===== src/design/adc_ctrl_pkg.sv =====
// Constants and types shared by the converter control design
package adc_ctrl_pkg;
   // Register map, byte addresses on the APB side
   localparam int ADDR_W = 12;
   localparam logic [11:0] CTRL_ADDR = 12'h000;
   localparam logic [11:0] RESULT_ADDR = 12'h004;
   localparam int REG_W = 16;
   localparam int RES_W = 10;
   localparam logic [15:0] CTRL_RESET = 16'h0000;
   localparam logic [15:0] RESULT_RESET = 16'h0000;

   // Control register field positions
   localparam int EN_BIT = 15;
   localparam int IDLE_BIT = 13;
   localparam int FMT_LSB = 8;
   localparam int FMT_MSB = 9;
   localparam int TRIG_LSB = 5;
   localparam int TRIG_MSB = 7;
   localparam int AUTO_BIT = 2;
   localparam int SAMP_BIT = 1;
   localparam int DONE_BIT = 0;

   // Conversion trigger codes; 3, 4 and 5 are reserved
   localparam logic [2:0] TRIG_MANUAL = 3'h0;
   localparam logic [2:0] TRIG_PIN = 3'h1;
   localparam logic [2:0] TRIG_THIRD_TIMER = 3'h2;
   localparam logic [2:0] TRIG_CHARGE = 3'h6;
   localparam logic [2:0] TRIG_AUTO = 3'h7;

   // Result format codes
   localparam logic [1:0] FMT_UINT = 2'h0;
   localparam logic [1:0] FMT_SINT = 2'h1;
   localparam logic [1:0] FMT_UFRAC = 2'h2;
   localparam logic [1:0] FMT_SFRAC = 2'h3;

   // Sample time of the internal counter, in clock cycles
   localparam int SAMPLE_CNT_W = 8;
   localparam logic [7:0] SAMPLE_CYCLES_DEF = 8'h1F;

   typedef enum logic [1:0]
   {
      ST_HOLD = 2'b00,
      ST_SAMPLE = 2'b01,
      ST_CONVERT = 2'b10
   } conv_state_t;
endpackage


===== src/design/adc_ctrl.sv =====
// Converter control register, sample sequencer and result buffer
//
// Notes on behaviour
// - Converter runs only while the enable bit 15 is set.
// - Clearing enable wipes the result buffer; read results first.
// - Idle-stop bit 13 halts the converter while the device idles.
// - Format bits 9-8 justify the 10-bit result four ways.
// - Trigger code 111: internal counter ends sampling, starts conversion.
// - Trigger 110: charge time unit event ends sampling; 101-011 reserved.
// - Trigger code 010: third timer compare match ends sampling.
// - Auto-start bit 2 restarts sampling after each conversion.
// - Sample-enable bit 1 samples when 1, holds when 0.
// - Done bit 0 reads 1 once a conversion has completed.
//
// Bus side: zero wait states, so every access phase lasts one cycle.
// Read data is captured at the setup edge and stands until the next
// setup read; a read therefore shows the state one cycle before the
// access edge. Unmapped words read zero and raise pslverr.
//
// Analog side: sh_sample follows the sample state, conv_start pulses
// for one cycle as sampling ends, and the core answers with conv_done
// together with the raw code. The code is offset binary; the signed
// formats flip its top bit.
//
// Settings take effect at the access edge of the write, so one write
// may turn the converter on and open sampling together, and a write
// that turns it off freezes the sequencer on that very edge.
//
// The address map and the APB interface to the registers were chosen for this implementation.
`timescale 1ns/1ps
module adc_ctrl
#(
   parameter logic [7:0] SAMPLE_CYCLES = adc_ctrl_pkg::SAMPLE_CYCLES_DEF
)
(
   input wire logic sys_clk, // System clock, 50 MHz
   input wire logic srst, // Synchronous reset, active high
   input wire logic psel, // APB select
   input wire logic penable, // APB access phase
   input wire logic pwrite, // APB write direction
   input wire logic [11:0] paddr, // APB byte address
   input wire logic [31:0] pwdata, // APB write data
   output logic [31:0] prdata, // APB read data
   output logic pready, // APB ready
   output logic pslverr, // APB error on unmapped address
   input wire logic idle_mode, // Device is in Idle mode
   input wire logic ext_trig_pin, // External trigger pin, async
   input wire logic third_timer_match, // Timer compare match pulse
   input wire logic charge_time_event, // Charge time unit event pulse
   input wire logic conv_done, // Core finished a conversion
   input wire logic [9:0] conv_data, // Core conversion code
   output logic converter_power, // Analog core powered
   output logic sh_sample, // Sample/hold in sampling
   output logic conv_start // One-cycle conversion start
);
   typedef struct packed
   {
      logic converter_enable;
      logic idle_stop;
      logic [1:0] result_format;
      logic [2:0] conversion_trigger_select;
      logic sample_auto_start;
      logic done;
      adc_ctrl_pkg::conv_state_t state;
      logic [15:0] result_buffer;
      logic conv_start;
      logic [31:0] rdata;
      logic pin_s1;
      logic pin_s2;
      logic pin_s3;
   } ctrl_state_t;

   ctrl_state_t q;
   ctrl_state_t d;

   logic ctrl_hit;
   logic result_hit;
   logic mapped;
   logic wr_ctrl;
   logic sw_samp;
   logic running;
   logic pin_edge;
   logic timer_expired;
   logic end_sample;
   logic [15:0] fmt_word;
   logic [15:0] ctrl_view;
   logic [31:0] rd_word;
   logic en_next;
   logic idle_next;
   logic start_ok;
   logic timer_run;
   logic open_sample;
   logic close_sample;
   logic latch_result;

   // Address decode for the two mapped words
   assign ctrl_hit = (paddr == adc_ctrl_pkg::CTRL_ADDR);
   assign result_hit = (paddr == adc_ctrl_pkg::RESULT_ADDR);
   assign mapped = ctrl_hit || result_hit;

   // Zero wait states keep the bus timing fixed
   assign pready = 1'b1;
   assign pslverr = psel && penable && !mapped;
   assign prdata = q.rdata;

   // Writes take effect at the access edge only
   assign wr_ctrl = psel && penable && pwrite && ctrl_hit;
   assign sw_samp = wr_ctrl && pwdata[adc_ctrl_pkg::SAMP_BIT];

   // Idle stop freezes the sequencer but keeps its settings
   assign running = q.converter_enable
      && !(q.idle_stop && idle_mode);

   // Settings as they stand after this edge. Gating the sequencer on
   // these rather than on the stored bits keeps a sample request that
   // comes in the same write as the enable from being lost
   assign en_next = wr_ctrl ? pwdata[adc_ctrl_pkg::EN_BIT]
      : q.converter_enable;
   assign idle_next = wr_ctrl ? pwdata[adc_ctrl_pkg::IDLE_BIT]
      : q.idle_stop;
   assign start_ok = en_next
      && !(idle_next && idle_mode);

   // Rising edge on the resynchronised pin; s1 feeds only s2
   assign pin_edge = q.pin_s2 && !q.pin_s3;

   // Control register as software sees it
   always_comb
   begin
      ctrl_view = adc_ctrl_pkg::CTRL_RESET;
      ctrl_view[adc_ctrl_pkg::EN_BIT] = q.converter_enable;
      ctrl_view[adc_ctrl_pkg::IDLE_BIT] = q.idle_stop;
      ctrl_view[adc_ctrl_pkg::FMT_MSB:adc_ctrl_pkg::FMT_LSB] =
         q.result_format;
      ctrl_view[adc_ctrl_pkg::TRIG_MSB:adc_ctrl_pkg::TRIG_LSB] =
         q.conversion_trigger_select;
      ctrl_view[adc_ctrl_pkg::AUTO_BIT] = q.sample_auto_start;
      ctrl_view[adc_ctrl_pkg::SAMP_BIT] =
         (q.state == adc_ctrl_pkg::ST_SAMPLE);
      ctrl_view[adc_ctrl_pkg::DONE_BIT] = q.done;
   end

   // Timer runs only through a sample phase that the counter will end;
   // any other phase holds it at zero so each phase starts afresh
   assign timer_run = running
      && (q.state == adc_ctrl_pkg::ST_SAMPLE)
      && (q.conversion_trigger_select == adc_ctrl_pkg::TRIG_AUTO);

   // Counter that times the sample phase in auto-convert mode
   sample_timer
   #(
      .CNT_W(adc_ctrl_pkg::SAMPLE_CNT_W),
      .CYCLES(SAMPLE_CYCLES)
   )
   u_timer
   (
      .sys_clk(sys_clk),
      .srst(srst),
      .count_en(timer_run),
      .expired(timer_expired)
   );

   // Justified form of the incoming conversion code
   result_formatter u_fmt
   (
      .raw(conv_data),
      .format(q.result_format),
      .word(fmt_word)
   );

   // Pick the event that closes the sample phase
   always_comb
   begin
      unique case (q.conversion_trigger_select)
         adc_ctrl_pkg::TRIG_AUTO:
         begin
            end_sample = timer_expired;
         end
         adc_ctrl_pkg::TRIG_CHARGE:
         begin
            end_sample = charge_time_event;
         end
         adc_ctrl_pkg::TRIG_THIRD_TIMER:
         begin
            end_sample = third_timer_match;
         end
         adc_ctrl_pkg::TRIG_PIN:
         begin
            end_sample = pin_edge;
         end
         adc_ctrl_pkg::TRIG_MANUAL:
         begin
            // Software ends sampling by writing sample-enable low
            end_sample = wr_ctrl
               && !pwdata[adc_ctrl_pkg::SAMP_BIT];
         end
         default:
         begin
            // Reserved codes never end sampling
            end_sample = 1'b0;
         end
      endcase
   end

   // Sequencer events, each true for at most one cycle
   assign open_sample = start_ok
      && (q.state == adc_ctrl_pkg::ST_HOLD)
      && (sw_samp || q.sample_auto_start);
   assign close_sample = start_ok
      && (q.state == adc_ctrl_pkg::ST_SAMPLE)
      && end_sample;
   assign latch_result = start_ok
      && (q.state == adc_ctrl_pkg::ST_CONVERT)
      && conv_done;

   // Read mux; unmapped words read as zero
   always_comb
   begin
      rd_word = 32'h0000_0000;
      if (ctrl_hit)
      begin
         rd_word = {16'h0000, ctrl_view};
      end
      else if (result_hit)
      begin
         rd_word = {16'h0000, q.result_buffer};
      end
   end

   // Next state of the whole block
   always_comb
   begin
      d = q;
      d.conv_start = 1'b0;
      d.pin_s1 = ext_trig_pin;
      d.pin_s2 = q.pin_s1;
      d.pin_s3 = q.pin_s2;

      // Read data is captured in the setup cycle, so it already stands
      // through the access phase with no wait state
      if (psel && !penable && !pwrite)
      begin
         d.rdata = rd_word;
      end

      // Software writes to the configuration fields
      if (wr_ctrl)
      begin
         d.converter_enable = pwdata[adc_ctrl_pkg::EN_BIT];
         d.idle_stop = pwdata[adc_ctrl_pkg::IDLE_BIT];
         d.result_format =
            pwdata[adc_ctrl_pkg::FMT_MSB:adc_ctrl_pkg::FMT_LSB];
         d.conversion_trigger_select =
            pwdata[adc_ctrl_pkg::TRIG_MSB:adc_ctrl_pkg::TRIG_LSB];
         d.sample_auto_start = pwdata[adc_ctrl_pkg::AUTO_BIT];
      end

      // Sequencer; steps only while the settings let it run
      if (start_ok)
      begin
         unique case (q.state)
            adc_ctrl_pkg::ST_HOLD:
            begin
               // Software or auto-start opens a sample phase
               if (open_sample)
               begin
                  d.state = adc_ctrl_pkg::ST_SAMPLE;
               end
            end
            adc_ctrl_pkg::ST_SAMPLE:
            begin
               if (close_sample)
               begin
                  d.state = adc_ctrl_pkg::ST_CONVERT;
                  d.conv_start = 1'b1;
               end
            end
            adc_ctrl_pkg::ST_CONVERT:
            begin
               // Completion latches result and sets done
               if (latch_result)
               begin
                  d.result_buffer = fmt_word;
                  // Auto-start resumes from hold next cycle
                  d.state = adc_ctrl_pkg::ST_HOLD;
               end
            end
            default:
            begin
               d.state = adc_ctrl_pkg::ST_HOLD;
            end
         endcase
      end

      // Done flag: hardware beats a software write in the same cycle,
      // so a completion can never be lost to a stale register write
      if (open_sample)
      begin
         d.done = 1'b0;
      end
      else if (latch_result)
      begin
         d.done = 1'b1;
      end
      else if (wr_ctrl)
      begin
         d.done = pwdata[adc_ctrl_pkg::DONE_BIT];
      end

      // Disabled converter forgets everything in flight; a write that
      // turns it on again may already open sampling in this cycle
      if (!q.converter_enable)
      begin
         d.result_buffer = adc_ctrl_pkg::RESULT_RESET;
         d.conv_start = 1'b0;
         if (!start_ok)
         begin
            d.state = adc_ctrl_pkg::ST_HOLD;
         end
      end
   end

   // Single register stage for all state
   always_ff @(posedge sys_clk)
   begin
      if (srst)
      begin
         q <= '0;
         q.state <= adc_ctrl_pkg::ST_HOLD;
      end
      else
      begin
         q <= d;
      end
   end

   // Analog side controls, all from flops so the core sees no glitches
   assign converter_power = q.converter_enable;

   // Sample/hold follows the state, one register after the deciding edge
   assign sh_sample = (q.state == adc_ctrl_pkg::ST_SAMPLE);

   // Single-cycle pulse; the core must catch it on that one edge
   assign conv_start = q.conv_start;
endmodule


===== src/design/result_formatter.sv =====
// Justifies a raw converter code into the 16-bit result word
`timescale 1ns/1ps
module result_formatter
(
   input wire logic [9:0] raw, // Raw converter code
   input wire logic [1:0] format, // Selected result format
   output logic [15:0] word // Justified result
);
   logic [9:0] signed_code;

   // Offset binary to two's complement by flipping the top bit
   assign signed_code = {~raw[9], raw[8:0]};

   // Select the justification
   always_comb
   begin
      unique case (format)
         adc_ctrl_pkg::FMT_SFRAC: word = {signed_code, 6'h00};
         adc_ctrl_pkg::FMT_UFRAC: word = {raw, 6'h00};
         adc_ctrl_pkg::FMT_SINT: word = {{6{signed_code[9]}}, signed_code};
         adc_ctrl_pkg::FMT_UINT: word = {6'h00, raw};
      endcase
   end
endmodule


===== src/design/sample_timer.sv =====
// Counts the automatic sample time and flags when it has run out
`timescale 1ns/1ps
module sample_timer
#(
   parameter int CNT_W = adc_ctrl_pkg::SAMPLE_CNT_W,
   parameter logic [CNT_W-1:0] CYCLES = adc_ctrl_pkg::SAMPLE_CYCLES_DEF
)
(
   input wire logic sys_clk, // System clock
   input wire logic srst, // Synchronous reset
   input wire logic count_en, // High while auto sampling runs
   output logic expired // Sample time has elapsed
);
   typedef struct packed
   {
      logic [CNT_W-1:0] count;
   } timer_state_t;

   timer_state_t q;
   timer_state_t d;

   // Last count reached ends the sample phase
   assign expired = count_en && (q.count == CYCLES - 1'b1);

   // Restart from zero whenever sampling stops
   always_comb
   begin
      d = q;
      if (!count_en || expired)
      begin
         d.count = '0;
      end
      else
      begin
         d.count = q.count + 1'b1;
      end
   end

   always_ff @(posedge sys_clk)
   begin
      if (srst)
      begin
         q <= '0;
      end
      else
      begin
         q <= d;
      end
   end
endmodule


===== config.mk =====
export PLATFORM = sky130hd
export DESIGN_NAME = adc_ctrl
export DESIGN_NICKNAME = d
export VERILOG_FILES = /design/src/design/adc_ctrl_pkg.sv /design/src/design/adc_ctrl.sv /design/src/design/result_formatter.sv /design/src/design/sample_timer.sv
export SDC_FILE = /design/constraint.sdc
export NUM_CORES = 1
export LEC_CHECK = 0
export BUFFER_PORTS_ARGS = -buffer_cell sky130_fd_sc_hd__buf_2
export CAP_MARGIN = 20
export CORE_UTILIZATION = 46
export CTS_BUF_LIST = sky130_fd_sc_hd__clkbuf_4 sky130_fd_sc_hd__clkbuf_8
export DETAILED_ROUTE_END_ITERATION = 8
export GPL_TIMING_DRIVEN = 0
export PLACE_DENSITY = 0.87
export SLEW_MARGIN = 0
export SYNTH_ARGS = -nofsm -noshare
export SYNTH_HDL_FRONTEND = slang
export SYNTH_SLANG_ARGS = --single-unit

===== constraint.sdc =====
create_clock -name sys_clk -period 1.8 [get_ports sys_clk]
set_input_delay 0.36 -clock sys_clk [delete_from_list [all_inputs] [get_ports sys_clk]]
set_output_delay 0.36 -clock sys_clk [all_outputs]
set_load 0.01 [all_outputs]

# Yosys cells after proc, flatten, opt, wreduce, memory -nomap -nowiden

Cells that the tools add are included.

Add/subtract/negate cells: 1
Equality and inequality tests: 11
Multiplexer cells: 18
Bitwise logic cells: 4
Reductions and logical operators: 43

Operators by type and width:

| operator                                        | number |
|---|---|
| case mux 16 bit (4 select lines)                | 1 |
| 2-to-1 mux 16 bit                               | 3 |
| 2-to-1 mux 19 bit                               | 2 |
| logical AND 1 bit                               | 22 |
| 2-to-1 mux 18 bit                               | 1 |
| == test 12 x 3 -> 1 bit (second input constant) | 1 |
| zero test 12 bit                                | 1 |
| adder 8 x 1 -> 8 bit (second input constant)    | 1 |
| == test 8 x 5 -> 1 bit (second input constant)  | 1 |
| zero test 1 bit                                 | 8 |
| == test 2 bit (second input constant)           | 3 |
| == test 3 bit (second input constant)           | 2 |
| 2-to-1 mux 1 bit                                | 6 |
| 2-to-1 mux 2 bit                                | 3 |
| case mux 2 bit (3 select lines)                 | 1 |
| OR reduction 2 bit                              | 3 |
| case mux 1 bit (5 select lines)                 | 1 |
| == test 2 x 1 -> 1 bit (second input constant)  | 2 |
| zero test 2 bit                                 | 2 |
| inverter 1 bit                                  | 4 |
| OR reduction 4 bit                              | 1 |
| == test 3 x 1 -> 1 bit (second input constant)  | 1 |
| == test 3 x 2 -> 1 bit (second input constant)  | 1 |
| zero test 3 bit                                 | 1 |
| other kinds (3)                                 | 5 |

Flip-flop bits (word level): 71
Input bits: 64
Output and inout bits: 37
Logic and storage cells: 91

# Logic depth before layout (Yosys ltp)

Gate-level depths: netlist (run 1).

Depth in word-level cells: 14
Gate-level depth with buffers: 6
Mapped depth without buffers: 6

# By module

From an unflattened synthesis (run 1), not the netlist that was laid out.

Cells, all modules: 331
Area total of the unflattened synthesis: 2820.2 um^2

Modules (own cells, without submodules):

| module           | times used | cells an instance | area an instance (um^2) | sequential area each (um^2) |
|---|---|---|---|---|
| adc_ctrl         | 1          | 264               | 2252.2                  | 940.9 |
| sample_timer     | 1          | 44                | 384.1                   | 160.2 |
| result_formatter | 1          | 23                | 183.9                   | 0.0 |

# Worst setup path after synthesis (run 1)

No wires, ideal clock.

Kind: input to register
Start point: in paddr[1]
End point: reg q, in the netlist ctrl_view[0]
Library setup time: 0.128 ns
Arrival time: 1.780 ns
Required time: 1.672 ns
Setup slack: -0.108 ns
Stages on the path: 6
Buffers on the path: 1
Cell sequence: or4_4 > nand4b_4 > buf_6 > mux2_2 > o22ai_1 > nor2_1

Longest elaborated chain between the ends: 9
Elaborated cells between the ends (all ways): 16
Classes of those cells: 3 x mux; 13 x reduce/logical

RTL lines:

| what                                           | line                             | source |
|---|---|---|
| start: declaration                             | adc_ctrl.sv:41                   | `input wire logic [11:0] paddr,` |
| zero test 12 bit (*)                           | adc_ctrl.sv:97                   | `assign ctrl_hit = (paddr == adc_ctrl_pkg::CTRL_ADDR);` |
| logical AND 1 bit (*)                          | adc_ctrl.sv:107                  | `assign wr_ctrl = psel && penable && pwrite && ctrl_hit;` |
| 2-to-1 mux 1 bit                               | adc_ctrl.sv:119                  | `assign idle_next = wr_ctrl ? pwdata[adc_ctrl_pkg::IDLE_BIT]` |
| logical AND 1 bit                              | adc_ctrl.sv:122                  | `&& !(idle_next && idle_mode);` |
| zero test 1 bit                                | adc_ctrl.sv:122                  |  |
| logical AND 1 bit                              | adc_ctrl.sv:122                  |  |
| logical AND 1 bit, on equally long branches    | adc_ctrl.sv:213, adc_ctrl.sv:207 |  |
| logical AND 1 bit, on equally long branches    | adc_ctrl.sv:214, adc_ctrl.sv:208 |  |
| 2-to-1 mux 1 bit, or another cell as far along | adc_ctrl.sv:301                  | `else if (latch_result)` |
| end: declaration                               | adc_ctrl.sv:73                   | `ctrl_state_t q;` |

Mark *: on every way between the ends. The rest lies on a longest branch, timed or not.
A chain may end at the register's enable or synchronous reset.

# Final worst setup path (run 1)

Start point: in paddr[2]
End point: reg q[45] (netlist bit)

Longest elaborated chain between the ends: 9
Elaborated cells between the ends (all ways): 10
Classes of those cells: 2 x mux; 8 x reduce/logical

RTL lines:

| what                                     | line            | source |
|---|---|---|
| zero test 12 bit (*)                     | adc_ctrl.sv:97  |  |
| logical AND 1 bit (*)                    | adc_ctrl.sv:107 |  |
| 2-to-1 mux 1 bit                         | adc_ctrl.sv:119 |  |
| logical AND 1 bit                        | adc_ctrl.sv:122 |  |
| zero test 1 bit                          | adc_ctrl.sv:122 |  |
| logical AND 1 bit (*)                    | adc_ctrl.sv:122 |  |
| logical AND 1 bit                        | adc_ctrl.sv:213 | `&& (q.state == adc_ctrl_pkg::ST_CONVERT)` |
| logical AND 1 bit                        | adc_ctrl.sv:214 | `&& conv_done;` |
| AND reduction 3 bit (no source line) (*) | -               |  |

Marks and branches as above.

==> results of run 1 <==
-- cells in the mapped netlist, drive strengths merged (3+ instances only) --
master / number / area, um^2
a211oi: 9 / 87.6
a21oi: 13 / 65.1
a221oi: 12 / 111
a22oi: 6 / 45.0
and3: 4 / 25.0
buf: 38 / 289
clkbuf: 14 / 52.6
dfxtp: 55 / 1100
mux2i: 15 / 175
nand2: 9 / 33.8
nand2b: 9 / 56.3
nand3: 4 / 20.0
nand3b: 8 / 60.1
nor2: 50 / 188
nor2b: 5 / 31.3
nor3: 13 / 65.1
xnor2: 3 / 26.3
xor2: 4 / 35.0
-- kinds of logic (layout without fill, tap and decap cells) --
kind of cell             count (synthesis)  in the layout  synth area share [%]
AND/OR/NAND/NOR                        116            116                  22.7
flip-flops                              55             55                  39.9
buffers and inverters                   54            129                  12.6
AO/OA/AOI/OAI                           52             52                  14.7
multiplexers                            16             16                  6.75
XOR/XNOR                                 7              7                  2.22
adder cells (fa/ha/maj)                  2              2                 0.906
other                                    2             17                 0.272
-- state kept, by name, indices dropped and copies added (netlist names) --
name / cells
conv_start: 1
d: 2
ctrl_view: 8
q: 19
u_timer.q: 8
prdata: 16
converter_power: 1
-- through the flow --
step / total power (W) / hold WS [ns]
after floorplan: 0.00138 / 0.414
after global placement: 0.00145 / 0.421
after detailed placement: 0.00146 / 0.432
after CTS: 0.00229 / 0.269
after global routing: 0.00237 / 0.271
final: 0.00228 / 0.267
-- routing by layer --
metal | up-vias | routed length (um) | global-route usage, %
met5 | - | 0 | 0
met3 | 13 | 366 | 4.00
met2 | 75 | 3330 | 38.7
met1 | 1101 | 2710 | 24.4
met4 | 0 | 113 | 7.82
li1 | 1190 | - | -
-- repair_timing --
item | CTS | global route
setup endpoints to repair | 20 | 33
cloned | 2 | 0
setup buffers | 5 | 1
resized for setup | 23 | 3
pin swaps | 7 | 1
-- worst max path at each step --
stage / start / endpoint / slack [ns]
floorplan: paddr[1] / ctrl_view[0] / -0.11
global placement: paddr[9] / pslverr / -0.35
detailed placement: paddr[1] / q[45] / -0.36
CTS: paddr[2] / q[45] / -0.05
global route: paddr[2] / q[45] / -0.10
finish: paddr[2] / q[45] / -0.05
-- cells in the final DEF (no fill, tap or decap), types with 2 or more instances in the layout --
cell / instances
nor4_4: 2
dfxtp_2: 4
mux2i_4: 2
nor2_1: 44
conb_1: 17
nor2_4: 3
nand3_1: 4
clkbuf_8: 8
ha_1: 2
a221oi_1: 11
dfxtp_1: 51
a211oi_1: 2
and3_1: 4
nor2_2: 3
nand3b_1: 8
nor3b_1: 2
nor2b_1: 5
buf_6: 8
buf_4: 40
or3b_2: 2
buf_2: 58
inv_1: 2
nand2b_1: 9
a211oi_2: 7
nand2_1: 9
o21ai_0: 2
xnor2_1: 3
nor3_1: 12
clkbuf_1: 10
xor2_1: 4
a21oi_1: 12
mux2i_1: 13
a22oi_1: 6
-- where the power goes --
group / total, W / leakage (nW) / switching [W] / internal [W]
logic: 0.000208 / 1.02 / 0.000101 / 0.000107
registers: 0.00124 / 0.447 / 0.00000650 / 0.00123
clock network: 0.000834 / 0.0612 / 0.000383 / 0.000450
-- cell type report --
cell class	instances	area, um^2
fillers	477	2130
multi-input cells	210	1440
flip-flops and latches	55	1110
repair buffers	69	388
plain buffers	50	362
well taps	72	90.1
clock buffers	6	82.6
clock inverters	2	35.0
inverters	2	7.51
-- worst max-delay path: stages --
cell and delay, ns:
buf_6 0.09, or4_4 0.56, nand4b_4 0.27, mux2i_4 0.33
buf_6 0.17, mux2i_1 0.19, nor2_1 0.06
==> results.yml, run 1 <==
grt:
  grt-ovfl-total: 0
  grt_antenna_before_repair: 0
  track_usage_pct: 21.3
  grt_max_degree: 17
  grt_pass1_vias: 2235
  grt_pass1_wl_mm: 10.4
timing:
  clock.fmax_ghz: 0.539
  setup_violations: 10
  fin_tns_setup_ns: -0.186
  setup_ws_ns: -0.0544
  finClkSkew_ns: 0.00989
  tightest_slew_ns: 0.591
  slew_viol_final: 0
  post-route-period-util_pct: 103
  period_minus_slack_ns: 1.85
  maxSlewHeadroom_pct: 60.6
  rsz0062_at_grt: "true"
  hold_violations: 0
setup_path:
  arrival_ns: 2.04
  crit_type: "input port to register"
  cp-end-kind: "register"
  reg2reg_to: "q[45]"
  r2r_start: "converter_power"
  r2r.worst_path.cells: 6
  start_kind: "input port"
  rrSetupSlack_ns: 0.11
  worstPathRequired_ns: 1.98
  crit_fanout: 7
yosys:
  synth_cells: 304
  synth-seq-area-share_pct: 39.9
  syn_area_mm2: 0.00276
  synth_ff_type: "dfxtp_1"
  async_flop_share_pct: 0
  syn_area_per_cell_um2: 9.09
  synth-seq-cells: 55
  yosysWarnings: 0
  synth-edff-count: 0
  ys_types: 48
placed_design:
  dp_cells: 452
  routabilityCongestion: 0.838
  dp_slack_ns: -0.361
  dp_hpwl_mm: 4.74
  portBuffers: 61
  placed_area_mm2: 0.00324
final_layout:
  area_growth_syn_to_layout_pct: 27.1
  final_layout_size_suffix_gt1_share_pct: 37.1
  nNetsFinal: 459
  instances_no_fill: 466
  final_area_mm2: 0.00351
  diodes: 0
  postLayoutCoreUtil_pct: 62.2
detailed_routing:
  via_per_inst: 5.11
  drt-total-wl_mm: 6.52
  drt_iter0_markers: 161
  post_drt_wl_per_cell_um: 14.0
  antenna_left: 0
  drc_errors: 0
  drt-pass1-iter-count: 4
  vias: 2379
power_and_ir_drop:
  p_leak_nw: 1.53
  powerDensity_mw_per_mm2: 648
  ir_drop_mv: 0.320
flow_run:
  drv_cap: 0
floorplan:
  rows: 27
  die_h_um: 79.5
  start_util_pct: 49.0
  die-area_mm2: 0.00632
  die_width_um: 79.5
  core_area_mm2: 0.00564
  ioPinCount: 101
cts:
  clk_pin_slew_ns: 0.10
  cts.hold.buffers_added: 0
  tritoncts: "built"
  clock_sinks: 55
  clockBufferDepth: 2
  htreeDepth: 2
  clock-root-buffer: "clkbuf_8"
  insertion_delay_ns: 0.31
  cts_inserted_buffers: 5
run_status:
  status: "complete, but fails checks"
  violations: "negative setup slack"
worst_hold_path:
  min-delay-path-class: "input port to register"
  holdPathStages: 2
  min_from: "ext_trig_pin"
  min_to: "d[1]"
Power figures use the tool's default switching activity.
==> run 2: changes to the inputs <==
==> constraint.sdc (replaced) <==
create_clock -name sys_clk -period 1.8 [get_ports sys_clk]
set_input_delay 0.27 -clock sys_clk [delete_from_list [all_inputs] [get_ports sys_clk]]
set_output_delay 0.27 -clock sys_clk [all_outputs]
set_load 0.01 [all_outputs]
==> run 2 against run 1 <==
  * The flow now finishes without violations
  * Critical path type unchanged
  * Worst hold slack worse by 0.092 ns
  * Core utilization down 2.0 points
  * Wire length is 5.4% lower
  * Global-route usage shrank 0.90 points
  * Via count barely moved
  * Largest power group unchanged
  * Sequential power about the same
  * Clock-buffer cell count is the same
  * Setup slack improved by 0.13 ns
  * Highest routed layer unchanged
  * Die area is the same
  * Clock skew barely moved
  * Sequential share of layout area increased by 1.2 points
  * Register-to-register slack better by 0.06 ns
==> results.yml, run 2 (synthesized netlist as in run 1, its figures left out) <==
timing:
  period_minus_slack_ns: 1.72
  finClkSkew_ns: 0.00982
  setup_violations: 0
  hold_violations: 0
  fin_tns_setup_ns: 0
  tightest_slew_ns: 0.534
  maxSlewHeadroom_pct: 64.4
  rsz0062_at_grt: "false"
  setup_ws_ns: 0.0776
  clock.fmax_ghz: 0.581
  slew_viol_final: 0
  post-route-period-util_pct: 95.7
floorplan:
  die-area_mm2: 0.00632
  start_util_pct: 49.0
  rows: 27
  ioPinCount: 101
  die_width_um: 79.5
  die_h_um: 79.5
  core_area_mm2: 0.00564
final_layout:
  nNetsFinal: 455
  multi_input_area_mm2: 0.00140
  postLayoutCoreUtil_pct: 60.2
  instances_no_fill: 462
  area_growth_syn_to_layout_pct: 23.0
  regArea_mm2: 0.00111
  final_common_cell: "buf_2"
  diodes: 0
  largest_register_ffs: 19
  nFillCells: 488
  final_cell_mix: "buf_2 (61), dfxtp_1 (50), nor2_1 (49), buf_4 (40), conb_1 (17)"
  final_layout_size_suffix_gt1_share_pct: 34.6
  largest_register: "q"
power_and_ir_drop:
  ir_drop_mv: 0.424
  powerDensity_mw_per_mm2: 672
  p_clk_share_pct: 37.2
  combPwrFrac_pct: 8.8
  power_frac_seq_pct: 54.0
  p_sw_w: 0.000504
  p_leak_nw: 1.49
  p_int_w: 0.00178
  p_sw_share_pct: 22.1
  total_power_w: 0.00228
cts:
  clock-root-buffer: "clkbuf_8"
  insertion_delay_ns: 0.31
  htreeDepth: 2
  clock_sinks: 55
  clk_pin_slew_ns: 0.09
  tritoncts: "built"
  cts_inserted_buffers: 5
  clockBufferDepth: 2
setup_path:
  start_kind: "input port"
  cp-end-kind: "register"
  worstPathRequired_ns: 2.03
  crit_fanout: 10
  arrival_ns: 1.96
  crit_type: "input port to register"
detailed_routing:
  post_drt_wl_per_cell_um: 13.3
  via_per_inst: 5.15
  drt-pass1-iter-count: 5
  drt_iter0_markers: 160
  vias: 2381
  antenna_left: 0
  drc_errors: 0
  drt-total-wl_mm: 6.16
grt:
  grt_pass1_vias: 2245
  track_usage_pct: 20.4
  grt_antenna_before_repair: 0
  grt-ovfl-total: 0
  grt_pass1_wl_mm: 9.89
  grt_max_degree: 17
run_status:
  status: "completed"
placed_design:
  dp_cells: 452
  routabilityCongestion: 0.867
  portBuffers: 61
  dp_slack_ns: -0.302
  dp_hpwl_mm: 4.57
flow_run:
  drv_cap: 0
worst_hold_path:
  min-delay-path-class: "input port to register"
## run 2: routing by layer
layer	up-vias	GRT usage [%]	share of wire (%)
met1	1114	25.2	44
met5	-	0	0
met2	78	34.5	49
li1	1182	-	-
met3	7	3.43	5.6
met4	0	8.91	1.4
## run 2: power by group through the flow
stage | Sequential, W | Clock [W] | Combinational, W
final | 0.00123 | 0.000849 | 0.000201
after global routing | 0.00124 | 0.000905 | 0.000220
after CTS | 0.00124 | 0.000859 | 0.000198
after detailed placement | 0.00126 | 0 | 0.000192
after global placement | 0.00126 | 0 | 0.000189
after floorplan | 0.00126 | 0 | 0.000114
## run 2: worst max-delay path, stage by stage
cell      delay (ns)
buf_2           0.10
or4_4           0.54
nand4b_4        0.28
mux2i_4         0.27
buf_4           0.21
nand3b_1        0.10
a21oi_1         0.17
## run 2: worst paths after layout
path / startpoint / end / slack, ns / cells past startpoint
worst max register to register: u_timer.q[0] / u_timer.q[2] / 0.17 / 5
worst min-delay path: ext_trig_pin / d[1] / 0.17 / 2
worst max-delay path: paddr[1] / q[36] / 0.08 / 7
worst min register to register: d[1] / d[0] / 0.45 / 1
## run 2: final cells by class
cell class / instances / share of cell area (%)
clock buffers: 6 / 2.43
clock inverters: 2 / 1.03
flip-flops and latches: 55 / 32.7
repair buffers: 65 / 9.87
multi-input cells: 210 / 41.1
plain buffers: 50 / 9.98
well taps: 72 / 2.65
inverters: 2 / 0.221
## run 2: metrics by stage
step                      hold slack, ns  area (um^2)
after floorplan                    0.398         2820
after global placement             0.423         3210
after detailed placement           0.436         3210
after CTS                          0.172         3360
after global routing               0.189         3400
final                              0.175         3400
## run 2: timing repair
| item | 4_1_cts | 5_1_grt |
|---|---|---|
| pin swaps | 0 | 3 |
| endpoints found under the setup margin | 27 | 26 |
| resized for setup | 8 | 9 |
| buffers inserted | 0 | 4 |
| hold buffers | 0 | 0 |
| endpoints found under the hold margin | 0 | 0 |
==> run 3: changes to the inputs <==
- clock period: 1.8 -> 1.4 ns (I/O delays scaled with it)
==> run 3 against run 2 <==
  * The run now ends with negative setup slack left
  * Register-to-register slack worse by 0.33 ns
  * First-iteration DRC count is 6.3% lower
  * Sequential power is 28% higher
  * Worst hold slack worse by 0.073 ns
  * Flip-flop and latch count stayed put
  * Clock skew is 0.0010 ns lower
  * Largest cell class unchanged
  * Global-route usage is 0.83 points higher
  * Cell area is 4.9% higher
  * Setup slack worse by 0.33 ns
  * Clock-buffer cell count stayed put
==> results.yml, run 3 (synthesized netlist as in run 1, its figures left out) <==
cts:
  cts_inserted_buffers: 5
  clock_sinks: 55
  htreeDepth: 2
  cts.hold.buffers_added: 0
  clock-root-buffer: "clkbuf_8"
  clockBufferDepth: 2
  insertion_delay_ns: 0.31
  tritoncts: "built"
  clk_pin_slew_ns: 0.10
final_layout:
  final_common_cell: "buf_2"
  multi_input_area_mm2: 0.00149
  final_cell_mix: "buf_2 (59), dfxtp_1 (48), nor2_1 (42), buf_4 (40), conb_1 (17)"
  regArea_mm2: 0.00111
  postLayoutCoreUtil_pct: 63.2
  largest_register_ffs: 19
  nNetsFinal: 458
  final_area_mm2: 0.00356
  nFillCells: 478
  final_layout_size_suffix_gt1_share_pct: 42.0
  largest_register: "q"
  area_growth_syn_to_layout_pct: 29.0
  diodes: 0
timing:
  fin_tns_setup_ns: -4.45
  post-route-period-util_pct: 118
  setup_ws_ns: -0.255
  tightest_slew_ns: 0.534
  hold_violations: 0
  period_minus_slack_ns: 1.65
  rsz0062_at_grt: "true"
  setup_violations: 28
  slew_viol_final: 0
  maxSlewHeadroom_pct: 64.4
  clock.fmax_ghz: 0.604
  finClkSkew_ns: 0.00880
run_status:
  violations: "negative setup slack"
  status: "complete, but fails checks"
setup_path:
  arrival_ns: 1.85
  r2r.worst_path.cells: 6
  crit_type: "input port to register"
  rrSetupSlack_ns: -0.16
  start_kind: "input port"
  reg2reg_to: "q[45]"
  r2r_start: "converter_power"
  worstPathRequired_ns: 1.59
  cp-end-kind: "register"
  crit_fanout: 7
floorplan:
  start_util_pct: 49.0
  rows: 27
  ioPinCount: 101
  die-area_mm2: 0.00632
  die_h_um: 79.5
  die_width_um: 79.5
  core_area_mm2: 0.00564
detailed_routing:
  via_per_inst: 5.20
  post_drt_wl_per_cell_um: 14.1
  drt-pass1-iter-count: 4
  vias: 2419
  drt-total-wl_mm: 6.57
  antenna_left: 0
  drc_errors: 0
  drt_iter0_markers: 150
flow_run:
  drv_cap: 0
placed_design:
  routabilityCongestion: 0.836
  placed_area_mm2: 0.00330
  portBuffers: 61
  dp_slack_ns: -0.601
  dp_hpwl_mm: 4.70
grt:
  grt_pass1_vias: 2267
  grt_antenna_before_repair: 0
  grt_pass1_wl_mm: 10.4
  grt_max_degree: 17
  grt-ovfl-total: 0
  track_usage_pct: 21.2
power_and_ir_drop:
  power_frac_seq_pct: 53.7
  powerDensity_mw_per_mm2: 827
  ir_drop_mv: 0.796
  p_clk_share_pct: 37.2
  p_sw_share_pct: 22.2
  p_int_w: 0.00229
  p_leak_nw: 1.55
  combPwrFrac_pct: 9.1
  p_sw_w: 0.000655
worst_hold_path:
  min_from: "ext_trig_pin"
  min-delay-path-class: "input port to register"
  min_to: "d[1]"
  holdPathStages: 2
==> run 3: critical path, stage by stage <==
cell and delay, ns:
buf_6 0.09, or4_4 0.54, nand4b_4 0.26, mux2i_4 0.33, buf_6 0.17, mux2i_1 0.18
nor2_1 0.05
==> run 3: layout make-up <==
cell class,count,area share [%]
clock inverters,2,0.983
repair buffers,70,11.0
inverters,2,0.211
well taps,72,2.53
plain buffers,48,9.90
clock buffers,6,2.32
multi-input cells,210,41.8
flip-flops and latches,55,31.3
==> run 3: power groups by stage <==
stage	sequential [W]	combinational [W]	clock, W
6_report	0.00158	0.000268	0.00110
3_3_place_gp	0.00162	0.000252	0
4_1_cts	0.00159	0.000262	0.00109
2_1_floorplan	0.00162	0.000148	0
3_5_place_dp	0.00163	0.000255	0
5_1_grt	0.00159	0.000292	0.00117
==> run 3: per-layer routing <==
layer  up-vias  global-route usage (%)  wire [um]
met4         0                    7.09        114
met5         -                       0          0
met2        95                    38.3       3330
met1      1118                    24.8       2670
met3        12                    4.11        464
li1       1194                       -          -
==> run 3: what timing repair did <==
item / 4_1_cts / 5_1_grt
cloned: 1 / 1
resized for setup: 21 / 20
setup endpoints to repair: 35 / 35
pin swaps: 7 / 5
hold endpoints to repair: 0 / 0
setup buffers: 6 / 1
==> run 3: metrics by stage <==
stage | power (W) | hold slack [ns] | cells
2_1_floorplan | 0.00177 | 0.338 | 319
3_3_place_gp | 0.00188 | 0.419 | 452
3_5_place_dp | 0.00188 | 0.428 | 452
4_1_cts | 0.00295 | 0.101 | 465
5_1_grt | 0.00305 | 0.101 | 465
6_report | 0.00295 | 0.102 | 465
==> run 3: worst max-delay path by stage <==
stage,end,start,slack [ns]
finish,q[45],paddr[2],-0.25
global route,q[42],paddr[2],-0.30
CTS,q[52],paddr[2],-0.24
detailed placement,q[45],paddr[1],-0.60
global placement,q[45],paddr[1],-0.58
floorplan,ctrl_view[0],paddr[1],-0.35
